==> src/logic/kpsc_regs.vh <==
`ifndef KPSC_REGS_VH
`define KPSC_REGS_VH

// ----------------------------------------
// Frame and word layout
// ----------------------------------------
`define KPSC_WORD_BITS      8
`define KPSC_CNT_W          4
`define KPSC_FRAME_LEN      4'h8
`define KPSC_ADR2_HI        7
`define KPSC_ADR2_LO        6
`define KPSC_ADR3_LO        5
`define KPSC_ADR_FREQ       2'h0
`define KPSC_ADR_PRESC      2'h1
`define KPSC_ADR_GAIN       2'h2
`define KPSC_ADR3_TC        3'h6
`define KPSC_ADR3_TEST      3'h7

// ----------------------------------------
// Field positions
// ----------------------------------------
`define KPSC_VAL6_HI        5
`define KPSC_VAL5_HI        4
`define KPSC_CHAN_BIT       0
`define KPSC_TEST_HI        4
`define KPSC_TEST_LO        1
`define KPSC_DIV_HI         5
`define KPSC_DIV_LO         1
`define KPSC_HIZ_BIT        0

// ----------------------------------------
// Reset values
// ----------------------------------------
`define KPSC_RST_GAIN       6'h00
`define KPSC_RST_FREQ       6'h00
`define KPSC_RST_TC         5'h00
`define KPSC_RST_CHTEST     5'h00
`define KPSC_RST_DIV        5'h00
`define KPSC_RST_HIZ        1'h1

// ----------------------------------------
// Test selections (test bits of channel word)
// ----------------------------------------
`define KPSC_TSEL_RUN       4'h0
`define KPSC_TSEL_AAF       4'h1
`define KPSC_TSEL_GAIN      4'h2
`define KPSC_TSEL_SCF       4'h3
`define KPSC_TSEL_INTP      4'h4
`define KPSC_TSEL_INTN      4'h5

// ----------------------------------------
// Timing (ns) and clock rate
// ----------------------------------------
`define KPSC_MCLK_MHZ       200
`define KPSC_SYS_KHZ        200
`define KPSC_INT_DLY_NS     20000
`define KPSC_SYS_CNT_W      10
`define KPSC_DLY_CNT_W      13

`endif

==> src/logic/kpsc_sync.v <==
`timescale 1ns/1ps
`default_nettype none

// ----------------------------------------
// Three-stage input synchroniser
// ----------------------------------------
module kpsc_sync (
   mclk,
   reset,
   clk_en,
   d_in,
   q_out
);
   input  wire mclk;     // System clock
   input  wire reset;    // Async reset, active high
   input  wire clk_en;   // Freezes state when low
   input  wire d_in;     // Raw pin level
   output wire q_out;    // Filtered level

   reg [2:0] sh_reg;     // Stage 0 feeds only stage 1
   reg       q_reg;      // Accepted level

   assign q_out = q_reg;

   // Shift the pin in; accept a change once stages 1 and 2 agree
   always @(posedge mclk or posedge reset) begin
      if (reset) begin
         sh_reg <= 3'h0;
         q_reg  <= 1'h0;
      end else if (clk_en) begin
         sh_reg <= {sh_reg[1:0], d_in};
         if (sh_reg[1] == sh_reg[2]) begin
            q_reg <= sh_reg[2];
         end
      end
   end

endmodule // kpsc_sync

`default_nettype wire

==> src/logic/kpsc_core.v <==
`timescale 1ns/1ps
`default_nettype none
`include "kpsc_regs.vh"

// Function
// One eight-bit word per chip-select frame
// Sample serial input on clock falling edge
// Word assembled most significant bit first
// Address field then value field
// Steer word to one of five registers
// Host may program during hold
// Host spaces frames by 200 ns
// Host waits 8 us before integrate
// Host holds select 80 ns after bit eight
// Integrate starts, reset within 20 us
// Hold entered about 20 us after fall
// Six-bit gain code to both stages
// Six-bit frequency code to both filters
// Five-bit integrator time constant code
// Test mux follows channel/test word
// Diagnostic mode powers down input amplifiers
// Antialias evaluation powers down output buffer
// One input channel routed by channel bit
// Switched-capacitor stages at 200 kHz
// Prefix 10 gain, 00 frequency
// Prefix 110 time constant
// Prefix 111 channel and test bits
// Prefix 01 divider and output state
// Commit only on exact eight-bit frame
module kpsc_core (
   mclk,
   reset,
   clk_en,
   sclk_pin,
   cs_n_pin,
   sdi_pin,
   int_hold_pin,
   gain_code,
   freq_code,
   tc_code,
   channel_select_bit,
   test_sel,
   clock_divider_code,
   so_oe_n,
   in_amp_pd,
   out_buf_pd,
   test_mux_sel,
   integ_run,
   integ_reset,
   sys_tick
);
   input  wire       mclk;               // 200 MHz clock
   input  wire       reset;              // Async reset, active high
   input  wire       clk_en;             // Freezes all state when low
   input  wire       sclk_pin;           // Serial clock pin
   input  wire       cs_n_pin;           // Chip select pin, active low
   input  wire       sdi_pin;            // Serial data in pin
   input  wire       int_hold_pin;       // Integrate high, hold low
   output wire [5:0] gain_code;          // Gain code to both gain stages
   output wire [5:0] freq_code;          // Centre frequency to both filters
   output wire [4:0] tc_code;            // Integrator time constant
   output wire       channel_select_bit; // 0 selects input 0, 1 input 1
   output wire [3:0] test_sel;           // Diagnostic selection bits
   output wire [4:0] clock_divider_code; // Prescaler code
   output wire       so_oe_n;            // Serial out enable, low drives
   output wire       in_amp_pd;          // Input amplifiers powered down
   output wire       out_buf_pd;         // Output buffer powered down
   output wire [3:0] test_mux_sel;       // Test mux source
   output wire       integ_run;          // Integrator integrating
   output wire       integ_reset;        // Integrator forced to reset level
   output wire       sys_tick;           // 200 kHz switched-cap strobe

   // ----------------------------------------
   // Derived timing counts
   // ----------------------------------------
   // Cycles per system tick, exact at these rates
   localparam [31:0] SYS_DIV = (`KPSC_MCLK_MHZ * 1000) / `KPSC_SYS_KHZ;
   // Longest time, so rounded down
   localparam [31:0] DLY_CYC = (`KPSC_INT_DLY_NS * `KPSC_MCLK_MHZ) / 1000;
   localparam [`KPSC_SYS_CNT_W-1:0] SYS_LAST = SYS_DIV[`KPSC_SYS_CNT_W-1:0] - 1'h1;
   localparam [`KPSC_DLY_CNT_W-1:0] DLY_LAST = DLY_CYC[`KPSC_DLY_CNT_W-1:0] - 1'h1;

   // Integrator states
   localparam [1:0] ST_HOLD  = 2'h0;
   localparam [1:0] ST_RST   = 2'h1;
   localparam [1:0] ST_INT   = 2'h2;
   localparam [1:0] ST_TOHLD = 2'h3;

   // ----------------------------------------
   // Pin synchronisers
   // ----------------------------------------
   wire sclk_s;  // Clean serial clock
   wire cs_n_s;  // Clean chip select
   wire sdi_s;   // Clean data
   wire ih_s;    // Clean integrate/hold

   wire [3:0] pin_raw;  // Raw pins
   wire [3:0] pin_clean; // Filtered pins
   assign pin_raw = {int_hold_pin, sdi_pin, cs_n_pin, sclk_pin};
   assign sclk_s  = pin_clean[0];
   assign cs_n_s  = pin_clean[1];
   assign sdi_s   = pin_clean[2];
   assign ih_s    = pin_clean[3];

   genvar gi;
   generate
      for (gi = 0; gi < 4; gi = gi + 1) begin : g_sync
         kpsc_sync u_sync (
            .mclk  (mclk),
            .reset (reset),
            .clk_en(clk_en),
            .d_in  (pin_raw[gi]),
            .q_out (pin_clean[gi])
         );
      end
   endgenerate

   // ----------------------------------------
   // Serial receiver
   // ----------------------------------------
   reg                   sclk_d_reg;  // Previous serial clock
   reg                   cs_d_reg;    // Previous chip select
   reg [7:0]             shift_reg;   // Incoming word
   reg [`KPSC_CNT_W-1:0] cnt_reg;     // Falling edges this frame
   reg                   ovf_reg;     // More than eight edges seen

   wire sclk_fall;  // Sampling edge
   wire cs_rise;    // Frame end
   wire commit;     // Valid eight-bit frame ended
   assign sclk_fall = sclk_d_reg & ~sclk_s & ~cs_n_s;
   assign cs_rise   = cs_n_s & ~cs_d_reg;
   // exact length commit
   assign commit    = cs_rise & (cnt_reg == `KPSC_FRAME_LEN) & ~ovf_reg;

   // Shift on falling edges while selected; clear count while deselected
   always @(posedge mclk or posedge reset) begin
      if (reset) begin
         sclk_d_reg <= 1'h0;
         cs_d_reg   <= 1'h1;
         shift_reg  <= 8'h00;
         cnt_reg    <= 4'h0;
         ovf_reg    <= 1'h0;
      end else if (clk_en) begin
         sclk_d_reg <= sclk_s;
         cs_d_reg   <= cs_n_s;
         if (cs_n_s) begin
            // Idle: ready for a fresh frame
            cnt_reg <= 4'h0;
            ovf_reg <= 1'h0;
         end else if (sclk_fall) begin
            // sample on fall
            // MSB arrives first
            shift_reg <= {shift_reg[6:0], sdi_s};
            // count eight bits
            if (cnt_reg == `KPSC_FRAME_LEN) begin
               ovf_reg <= 1'h1;
            end else begin
               cnt_reg <= cnt_reg + 4'h1;
            end
         end
      end
   end

   // ----------------------------------------
   // Setting registers
   // ----------------------------------------
   reg [5:0] gain_reg;   // Gain code
   reg [5:0] freq_reg;   // Frequency code
   reg [4:0] tc_reg;     // Time constant code
   reg [4:0] chtest_reg; // Channel and test bits
   reg [4:0] div_reg;    // Prescaler code
   reg       hiz_reg;    // Serial output high impedance

   wire [1:0] adr2;  // Two-bit address
   wire [2:0] adr3;  // Three-bit address
   assign adr2 = shift_reg[`KPSC_ADR2_HI:`KPSC_ADR2_LO];
   assign adr3 = shift_reg[`KPSC_ADR2_HI:`KPSC_ADR3_LO];

   // Decode on commit; written at any time, hold is only the usual case
   always @(posedge mclk or posedge reset) begin
      if (reset) begin
         gain_reg   <= `KPSC_RST_GAIN;
         freq_reg   <= `KPSC_RST_FREQ;
         tc_reg     <= `KPSC_RST_TC;
         chtest_reg <= `KPSC_RST_CHTEST;
         div_reg    <= `KPSC_RST_DIV;
         hiz_reg    <= `KPSC_RST_HIZ;
      end else if (clk_en && commit) begin
         // address then value
         // five target registers
         case (adr2)
            `KPSC_ADR_FREQ: begin
               // frequency code
               // prefix 00
               freq_reg <= shift_reg[`KPSC_VAL6_HI:0];
            end
            `KPSC_ADR_GAIN: begin
               // gain code
               // prefix 10
               gain_reg <= shift_reg[`KPSC_VAL6_HI:0];
            end
            `KPSC_ADR_PRESC: begin
               // divider and Z bit
               div_reg <= shift_reg[`KPSC_DIV_HI:`KPSC_DIV_LO];
               hiz_reg <= shift_reg[`KPSC_HIZ_BIT];
            end
            default: begin
               // prefix 110
               // time constant code
               if (adr3 == `KPSC_ADR3_TC) begin
                  tc_reg <= shift_reg[`KPSC_VAL5_HI:0];
               end else begin
                  // prefix 111
                  chtest_reg <= shift_reg[`KPSC_VAL5_HI:0];
               end
            end
         endcase
      end
   end

   // ----------------------------------------
   // Setting outputs and diagnostics
   // ----------------------------------------
   assign gain_code          = gain_reg;
   assign freq_code          = freq_reg;
   assign tc_code            = tc_reg;
   // channel select switch
   assign channel_select_bit = chtest_reg[`KPSC_CHAN_BIT];
   assign test_sel           = chtest_reg[`KPSC_TEST_HI:`KPSC_TEST_LO];
   assign clock_divider_code = div_reg;
   assign so_oe_n            = hiz_reg;
   // mux follows test bits
   assign test_mux_sel       = test_sel;
   // diagnostic amplifier power-down
   assign in_amp_pd          = (test_sel != `KPSC_TSEL_RUN);
   // buffer off for antialias
   assign out_buf_pd         = (test_sel == `KPSC_TSEL_AAF);

   // ----------------------------------------
   // System rate strobe
   // ----------------------------------------
   reg [`KPSC_SYS_CNT_W-1:0] sys_cnt_reg;  // Divider count
   reg                       tick_reg;     // One-cycle strobe

   // 200 kHz strobe
   always @(posedge mclk or posedge reset) begin
      if (reset) begin
         sys_cnt_reg <= 10'h000;
         tick_reg    <= 1'h0;
      end else if (clk_en) begin
         tick_reg <= (sys_cnt_reg == SYS_LAST);
         if (sys_cnt_reg == SYS_LAST) begin
            sys_cnt_reg <= 10'h000;
         end else begin
            sys_cnt_reg <= sys_cnt_reg + 10'h001;
         end
      end
   end
   assign sys_tick = tick_reg;

   // ----------------------------------------
   // Integrate/hold sequencer
   // ----------------------------------------
   reg [1:0]                 st_reg;   // Sequencer state
   reg [1:0]                 st_next;  // Next state
   reg [`KPSC_DLY_CNT_W-1:0] dly_reg;  // Delay counter
   reg                       ih_d_reg; // Previous integrate level

   wire ih_rise;  // Integrate request
   wire ih_fall;  // Hold request
   wire dly_done; // Delay expired
   assign ih_rise  = ih_s & ~ih_d_reg;
   assign ih_fall  = ~ih_s & ih_d_reg;
   assign dly_done = (dly_reg == DLY_LAST);

   // Next state; an edge restarts the matching phase at once
   always @* begin
      st_next = st_reg;
      case (st_reg)
         ST_HOLD: begin
            if (ih_rise) begin
               st_next = ST_RST;
            end
         end
         ST_RST: begin
            // reset within 20 us
            if (ih_fall) begin
               st_next = ST_TOHLD;
            end else if (dly_done) begin
               st_next = ST_INT;
            end
         end
         ST_INT: begin
            if (ih_fall) begin
               st_next = ST_TOHLD;
            end
         end
         ST_TOHLD: begin
            // hold after delay
            if (ih_rise) begin
               st_next = ST_RST;
            end else if (dly_done) begin
               st_next = ST_HOLD;
            end
         end
         default: begin
            st_next = ST_HOLD;
         end
      endcase
   end

   // State and delay counter; counter restarts on every state change
   always @(posedge mclk or posedge reset) begin
      if (reset) begin
         st_reg   <= ST_HOLD;
         dly_reg  <= 13'h0000;
         ih_d_reg <= 1'h0;
      end else if (clk_en) begin
         ih_d_reg <= ih_s;
         st_reg   <= st_next;
         if (st_next != st_reg) begin
            dly_reg <= 13'h0000;
         end else if (!dly_done) begin
            dly_reg <= dly_reg + 13'h0001;
         end
      end
   end

   // Integrator keeps running during the hold delay, frozen after
   assign integ_reset = (st_reg == ST_RST);
   assign integ_run   = (st_reg == ST_INT) | (st_reg == ST_TOHLD);

endmodule // kpsc_core

`default_nettype wire

==> config.mk <==
export PLATFORM = sky130hd
export DESIGN_NAME = kpsc_core
export DESIGN_NICKNAME = d
export VERILOG_FILES = /design/src/logic/kpsc_sync.v /design/src/logic/kpsc_core.v
export VERILOG_INCLUDE_DIRS = /design/src /design/src/logic
export SDC_FILE = /design/constraint.sdc
export NUM_CORES = 1
export LEC_CHECK = 0
export ABC_AREA = 1
export BUFFER_PORTS_ARGS = -buffer_cell sky130_fd_sc_hd__clkbuf_2
export CORE_ASPECT_RATIO = 0.7
export CORE_UTILIZATION = 50
export CTS_BUF_LIST = sky130_fd_sc_hd__clkbuf_16
export DETAILED_ROUTE_END_ITERATION = 8
export PLACE_DENSITY = 0.74
export RECOVER_POWER = 50
export SLEW_MARGIN = 20
export SYNTH_ARGS = -nofsm -noshare
export SYNTH_HDL_FRONTEND = slang
export SYNTH_SLANG_ARGS = --single-unit
==> constraint.sdc <==
create_clock -name mclk -period 3.3 [get_ports mclk]
set_input_delay 0.66 -clock mclk [delete_from_list [all_inputs] [get_ports mclk]]
set_output_delay 0.66 -clock mclk [all_outputs]
set_load 0.01 [all_outputs]
* Word level (Yosys, flattened, before mapping) *
Cells that the tools add are included.

storage, ports and cells
  register bits = 86
  bits of input ports = 7
  logic and storage cells = 96

cells by class
  reduce and logical (&&, ||, !) cells = 20
  add/sub/neg operators = 3
  bitwise logic cells = 16
  mux-type cells = 16
  equal/unequal tests = 17

operator list
  kind                                                   count
  two-way mux 13 bit                                     2
  AND reduction 2 bit                                    8
  AND reduction 3 bit                                    5
  adder 13 x 1 -> 13 bit, second input constant          1
  equality test 13 x 12 -> 1 bit, second input constant  1
  two-way mux 2 bit                                      6
  two-way mux 4 bit                                      3
  adder 10 x 1 -> 10 bit, second input constant          1
  equality test 10 bit, second input constant            1
  two-way mux 10 bit                                     1
  NOT 1 bit                                              8
  one-hot mux 2 bit (4 select lines)                     1
  AND 1 bit                                              7
  equality test 2 bit, second input constant             3
  adder 4 x 1 -> 4 bit, second input constant            1
  equality test 1 bit                                    4
  equality test 2 x 1 -> 1 bit, second input constant    2
  equality test 4 x 1 -> 1 bit, second input constant    1
  equality test 4 bit, second input constant             1
  logical NOT 2 bit                                      2
  inequality test 2 x 1 -> 1 bit, second input constant  2
  nonzero test 2 bit                                     2
  nonzero test 4 bit                                     1
  equality test 3 bit, second input constant             1
  other kinds (5)                                        7

* Logic depth before layout (Yosys ltp) *
  word-level depth = 7
  mapped depth = 16
  mapped depth without buffers = 15

* Cells and area by module *
From an unflattened synthesis, not the netlist that was laid out.

second synthesis, totals
  cells, all modules = 458
  area, all modules = 3,993.8 um^2

modules (own cells, without submodules)
  module     instances  cells an instance  sequential area each (um^2)  area an instance (um^2)
  kpsc_core  1          374                1,754.2                      3,323.2
  kpsc_sync  4          21                 100.1                        167.7

* Worst setup path before layout *
Ideal clock, no wire load.

  path kind = input -> register
  start = input clk_en
  end = register sys_cnt_reg[9]
  library setup time = 0.123 ns
  arrival = 1.726 ns
  slack = 1.451 ns
  path buffers = 1
  required time = 3.177 ns
  cell stages on the path = 10
  path through = buf_6 > inv_2 > nor3_1 > nand2_1 > nor2_1 > inv_2 > nor3_1 > nand2_1 > o22ai_1 > a21oi_1

RTL lines
  element               line             source
  start, declared       kpsc_core.v:54   input wire clk_en;
  end signal, assigned  kpsc_core.v:255  sys_cnt_reg <= sys_cnt_reg + 10'h001;
  end, declared         kpsc_core.v:242  reg [`KPSC_SYS_CNT_W-1:0] sys_cnt_reg;

==> reports/summary.md <==
For the total area of multi-input combinational cells, the log shows 1501 sq um. Of all nets on the critical path, the largest fanout is 24. The switching share of power was 34.72%; the worst-case clock skew was 0.007029 ns. By area the synthesized netlist is led by sky130_fd_sc_hd__dfrtp_1 (53%), sky130_fd_sc_hd__nand2_1 (12%), sky130_fd_sc_hd__o21ai_0 (5.2%). For the H-tree depth, the log shows 3.

OpenSTA, run right after detailed placement, puts the worst setup slack at 0.8027 ns. For the final routed database, the setup TNS stands at 0 ns. The run gives 0 as the final-report hold violation count.

From synthesis to final layout, the design area changed by 12.58%. Summed over its instances, the top area cell type makes up 52.83% of the synthesized netlist area. The tools report the post-synthesis cell type count as 34. Counting flops and latches in the post-synthesis netlist gives 86. The mean instance size in the synthesized netlist was 8.687 sq um; the DRC violation total after the first TritonRoute iteration was 186. The number of inserted filler cells in the final layout is 665. The run gives 23.4% as the part of the total power dissipated in combinational logic.

In this run the critical register-to-register path is launched from dly_reg[0]. Setup repair after global routing left no endpoint under its margin. The slowest stage of the critical path belongs to the cell sky130_fd_sc_hd__clkbuf_1. Once the clock tree was built, the resizer swapped 0 gates to a different size. The die height came out at 76.64 um.

The total global routing overflow is 0, and the number of primary I/O pins is 44. In this run the critical register-to-register path is captured at dly_reg[3]. The root buffer cell chosen for the clock tree is sky130_fd_sc_hd__clkbuf_16.

The kind of cell with the highest combined delay along the critical path is buffers and inverters. In this run the worst hold path is classified as input pin to async pin. Summing every instance area after synthesis gives 3979 sq um.

For the worst setup path, the data required time is 3.52 ns. The clock period could shrink to 2.629 ns. Per report_power, the sequential group accounts for 46.7% of the total.

The clock network burns 30.0% of the power. Setup violations remaining at the end of the flow were counted as 0. The run gives 7482 sq um as the core box area. The critical path ends at sys_cnt_reg[9]. Counting buffers and inverters, the worst setup path is 10 cells deep.

For this design, the CTS-stage hold fixing added 0 buffers. The post-CTS clock slew at the launch and capture registers of the worst setup and hold paths came out at 0.06 ns. The tools report the clock sink count as 86.

The overall die width is 108.6 um. The tools report the number of clock buffers inserted by TritonCTS as 9. Routability-driven placement finished with a final weighted congestion of 0.8454.

After detailed routing, the total wire length is 7.723 mm. In this run the tightest slew margin relative to its limit is 29.96%. Once the floorplan was initialized, standard cells occupied 53.18% of the core. For the maximum frequency from static timing analysis, the log shows 380.4 MHz. The final worst-path cycle share is 79.67%. The via count of the first global-routing pass was 3,021. Multiplexer share of the synthesized area: 0%. The die covers 8324 sq um.

After the last flow step, the layout net total stands at 508. The run gives 469 as the net count of the mapped netlist. Summing all flip-flop and latch instances after layout gives 2155 sq um. The depth of the most critical reg-to-reg path came out at 12.

Number of vias in the routed layout: 3,131. The category of the critical setup timing path is input pin to register. The initialized floorplan defines 26 standard-cell rows. The global-route wire length before repair came out at 13.78 mm. After synthesis, the largest family of logic cells by area is simple AND/OR/NAND/NOR gates.

IR analysis of the VDD net gives a maximum drop of 0.0004324 V. Walking the worst path, the cells encountered are clkbuf_1 -> clkinv_1 -> nor3_1 -> nand2_1 -> nor2_1 -> inv_2 -> nor3_1 -> nand2_1 -> o22ai_1 -> a21oi_1. The DRC violation count after routing came out at 0.

For the pin with the worst max-slew slack, the measured transition is 1.051 ns. The post-route worst setup slack came out at 0.6709 ns. The most critical setup path has its startpoint at clk_en. Cells with a size suffix above 1 make up 15.74% of the layout.

The area fraction in and, or, nand and nor cells after synthesis works out to 24.21%. For the critical path arrival, the log shows 2.85 ns. For the maximum number of pins on one net before global-route repair, the log shows 63. Global routing used 21.21% of the available tracks across all layers. Power spread over the standard cell area amounts to 691.7 nW/um^2. The post-CTS setup repair buffer count is 0. The flip-flop count of the largest register after layout works out to 13. Cell internal power was estimated by the tool at 2.023 mW. The kind of launch point of the worst setup path was an input pin.

The type of destination of the critical path was a register. The run gives 0 as the final number of max-transition violations. After Yosys synthesis, XOR and XNOR cells account for 3.082% of the synthesized area. The flow ran to the end, and the final reports show no timing, DRC or antenna violations. The count of buffers from port buffering works out to 43.

The count of antenna-violating nets left after detailed routing was 0; the count of inserted antenna diode cells was 0. The run gives 0 as the max capacitance violation total. For the initial antenna violation count, the log shows 0. The run gives 1.00 ns as the reg2reg setup slack. The leakage power of the design is 2.255 nW, and the clock network latency to the later pin of the worst-skew pair is 0.34 ns. Dividing the detail-routed wire length by the instance count gives 12.87 um. The logs give 4 for the iteration count of the initial detailed-routing pass and 5.337 mm for the HPWL after detailed placement. The count of buffer and inverter cells on the critical path is 3, and the maximum clock path buffer count is 2. The largest total area in the synthesized netlist belongs to sky130_fd_sc_hd__dfrtp_1. The compound-gate portion of the synthesized area came out at 9.182%. Of the total synthesized cell area, the portion taken by full adders, half adders and majority gates is 1.258%.

During synthesis, Yosys emitted a total of 0 warnings. The share of the Yosys chip area taken by registers is 54.15%. In the synthesized netlist, the number of instances is 458. Using the TritonRoute via totals, the vias-per-cell ratio works out to 5.218.

Summed over all nets, the switching power comes to 1.076 mW. On the worst path, the slowest cell contributes a delay of 0.76 ns. TritonCTS built the clock tree.
## through the flow
step | power, mW | hold WS (ns) | cell area, sq um | util, % | instances
2_1_floorplan | 1.996 | 0.4422 | 3979 | - | 458
3_3_place_gp | 2.146 | 0.4547 | 4217 | 56.35 | 584
3_5_place_dp | 2.186 | 0.4668 | 4217 | 56.35 | 584
4_1_cts | 3.129 | 0.4829 | 4492 | 60.03 | 600
5_1_grt | 3.302 | 0.4959 | 4479 | 59.87 | 600
6_report | 3.098 | 0.4504 | 4479 | 59.87 | 600
## worst min-delay path by stage
stage / slack (ns) / start / to / depth (start not counted)
CTS: 0.48 / g_sync[2].u_sync.sh_reg[0] / g_sync[2].u_sync.sh_reg[0] / 2
global placement: 0.45 / shift_reg[3] / shift_reg[4] / 2
detailed placement: 0.47 / g_sync[2].u_sync.sh_reg[0] / g_sync[2].u_sync.sh_reg[0] / 2
finish: 0.45 / reset / gain_code[0] / 2
floorplan: 0.44 / g_sync[0].u_sync.sh_reg[0] / g_sync[0].u_sync.sh_reg[0] / 2
global route: 0.50 / cs_d_reg / cs_d_reg / 2
## cells by family (layout without fill, tap and decap cells)
family	count (synthesis)	count (layout)
compound gates	69	69
xor+xnor	14	14
fa+ha+maj	4	4
buf+inv	69	113
flops	86	86
simple gates	216	216
## cell usage after synthesis (all sizes together)
library cell / instances
a31oi: 1
o31ai: 1
nand2: 136
inv: 48
a21oi: 12
o211ai: 3
nor4: 6
xor2: 9
clkinv: 1
ha: 4
nand3: 17
nor2: 29
clkbuf: 10
o22ai: 1
dfstp: 2
o21ai: 51
xnor2: 5
dfrtp: 84
nand3b: 1
nor3: 12
nand4: 15
buf: 10
## power groups by stage
| stage | Clock, mW | Sequential [mW] | Combinational [mW] |
|---|---|---|---|
| 2_1_floorplan | 0 | 1.43 | 0.564 |
| 3_3_place_gp | 0 | 1.45 | 0.696 |
| 5_1_grt | 0.996 | 1.48 | 0.829 |
| 4_1_cts | 0.953 | 1.44 | 0.733 |
| 6_report | 0.928 | 1.45 | 0.724 |
| 3_5_place_dp | 0 | 1.46 | 0.730 |
## cells in the final DEF (no fill, tap or decap), drive strengths merged
master	synthesis	layout
a21oi	12	12
a31oi	1	1
buf	10	2
clkbuf	10	55
clkinv	1	5
clkinvlp	0	3
dfrtp	84	84
dfstp	2	2
ha	4	4
inv	48	48
nand2	136	136
nand3	17	17
nand3b	1	1
nand4	15	15
nor2	29	29
nor3	12	12
nor4	6	6
o211ai	3	3
o21ai	51	51
o22ai	1	1
o31ai	1	1
xnor2	5	5
xor2	9	9
## routing by layer
layer | up-vias | track usage, % | routed length [um]
li1 | 1554 | - | -
met1 | 1500 | 28.22 | 3808
met2 | 71 | 33.73 | 3479
met3 | 6 | 6.587 | 365
met4 | 0 | 5.270 | 70
met5 | - | 0 | 0
## cell type report
| class | count | area share, % |
|---|---|---|
| Tap cell | 98 | 2.737 |
| Timing Repair Buffer | 48 | 5.335 |
| Inverter | 49 | 4.162 |
| Multi-Input combinational cell | 303 | 33.52 |
| Sequential cell | 86 | 48.10 |
| Clock buffer | 9 | 5.028 |
| Clock inverter | 7 | 1.117 |
Note: power is estimated with default switching activity, not from simulation.
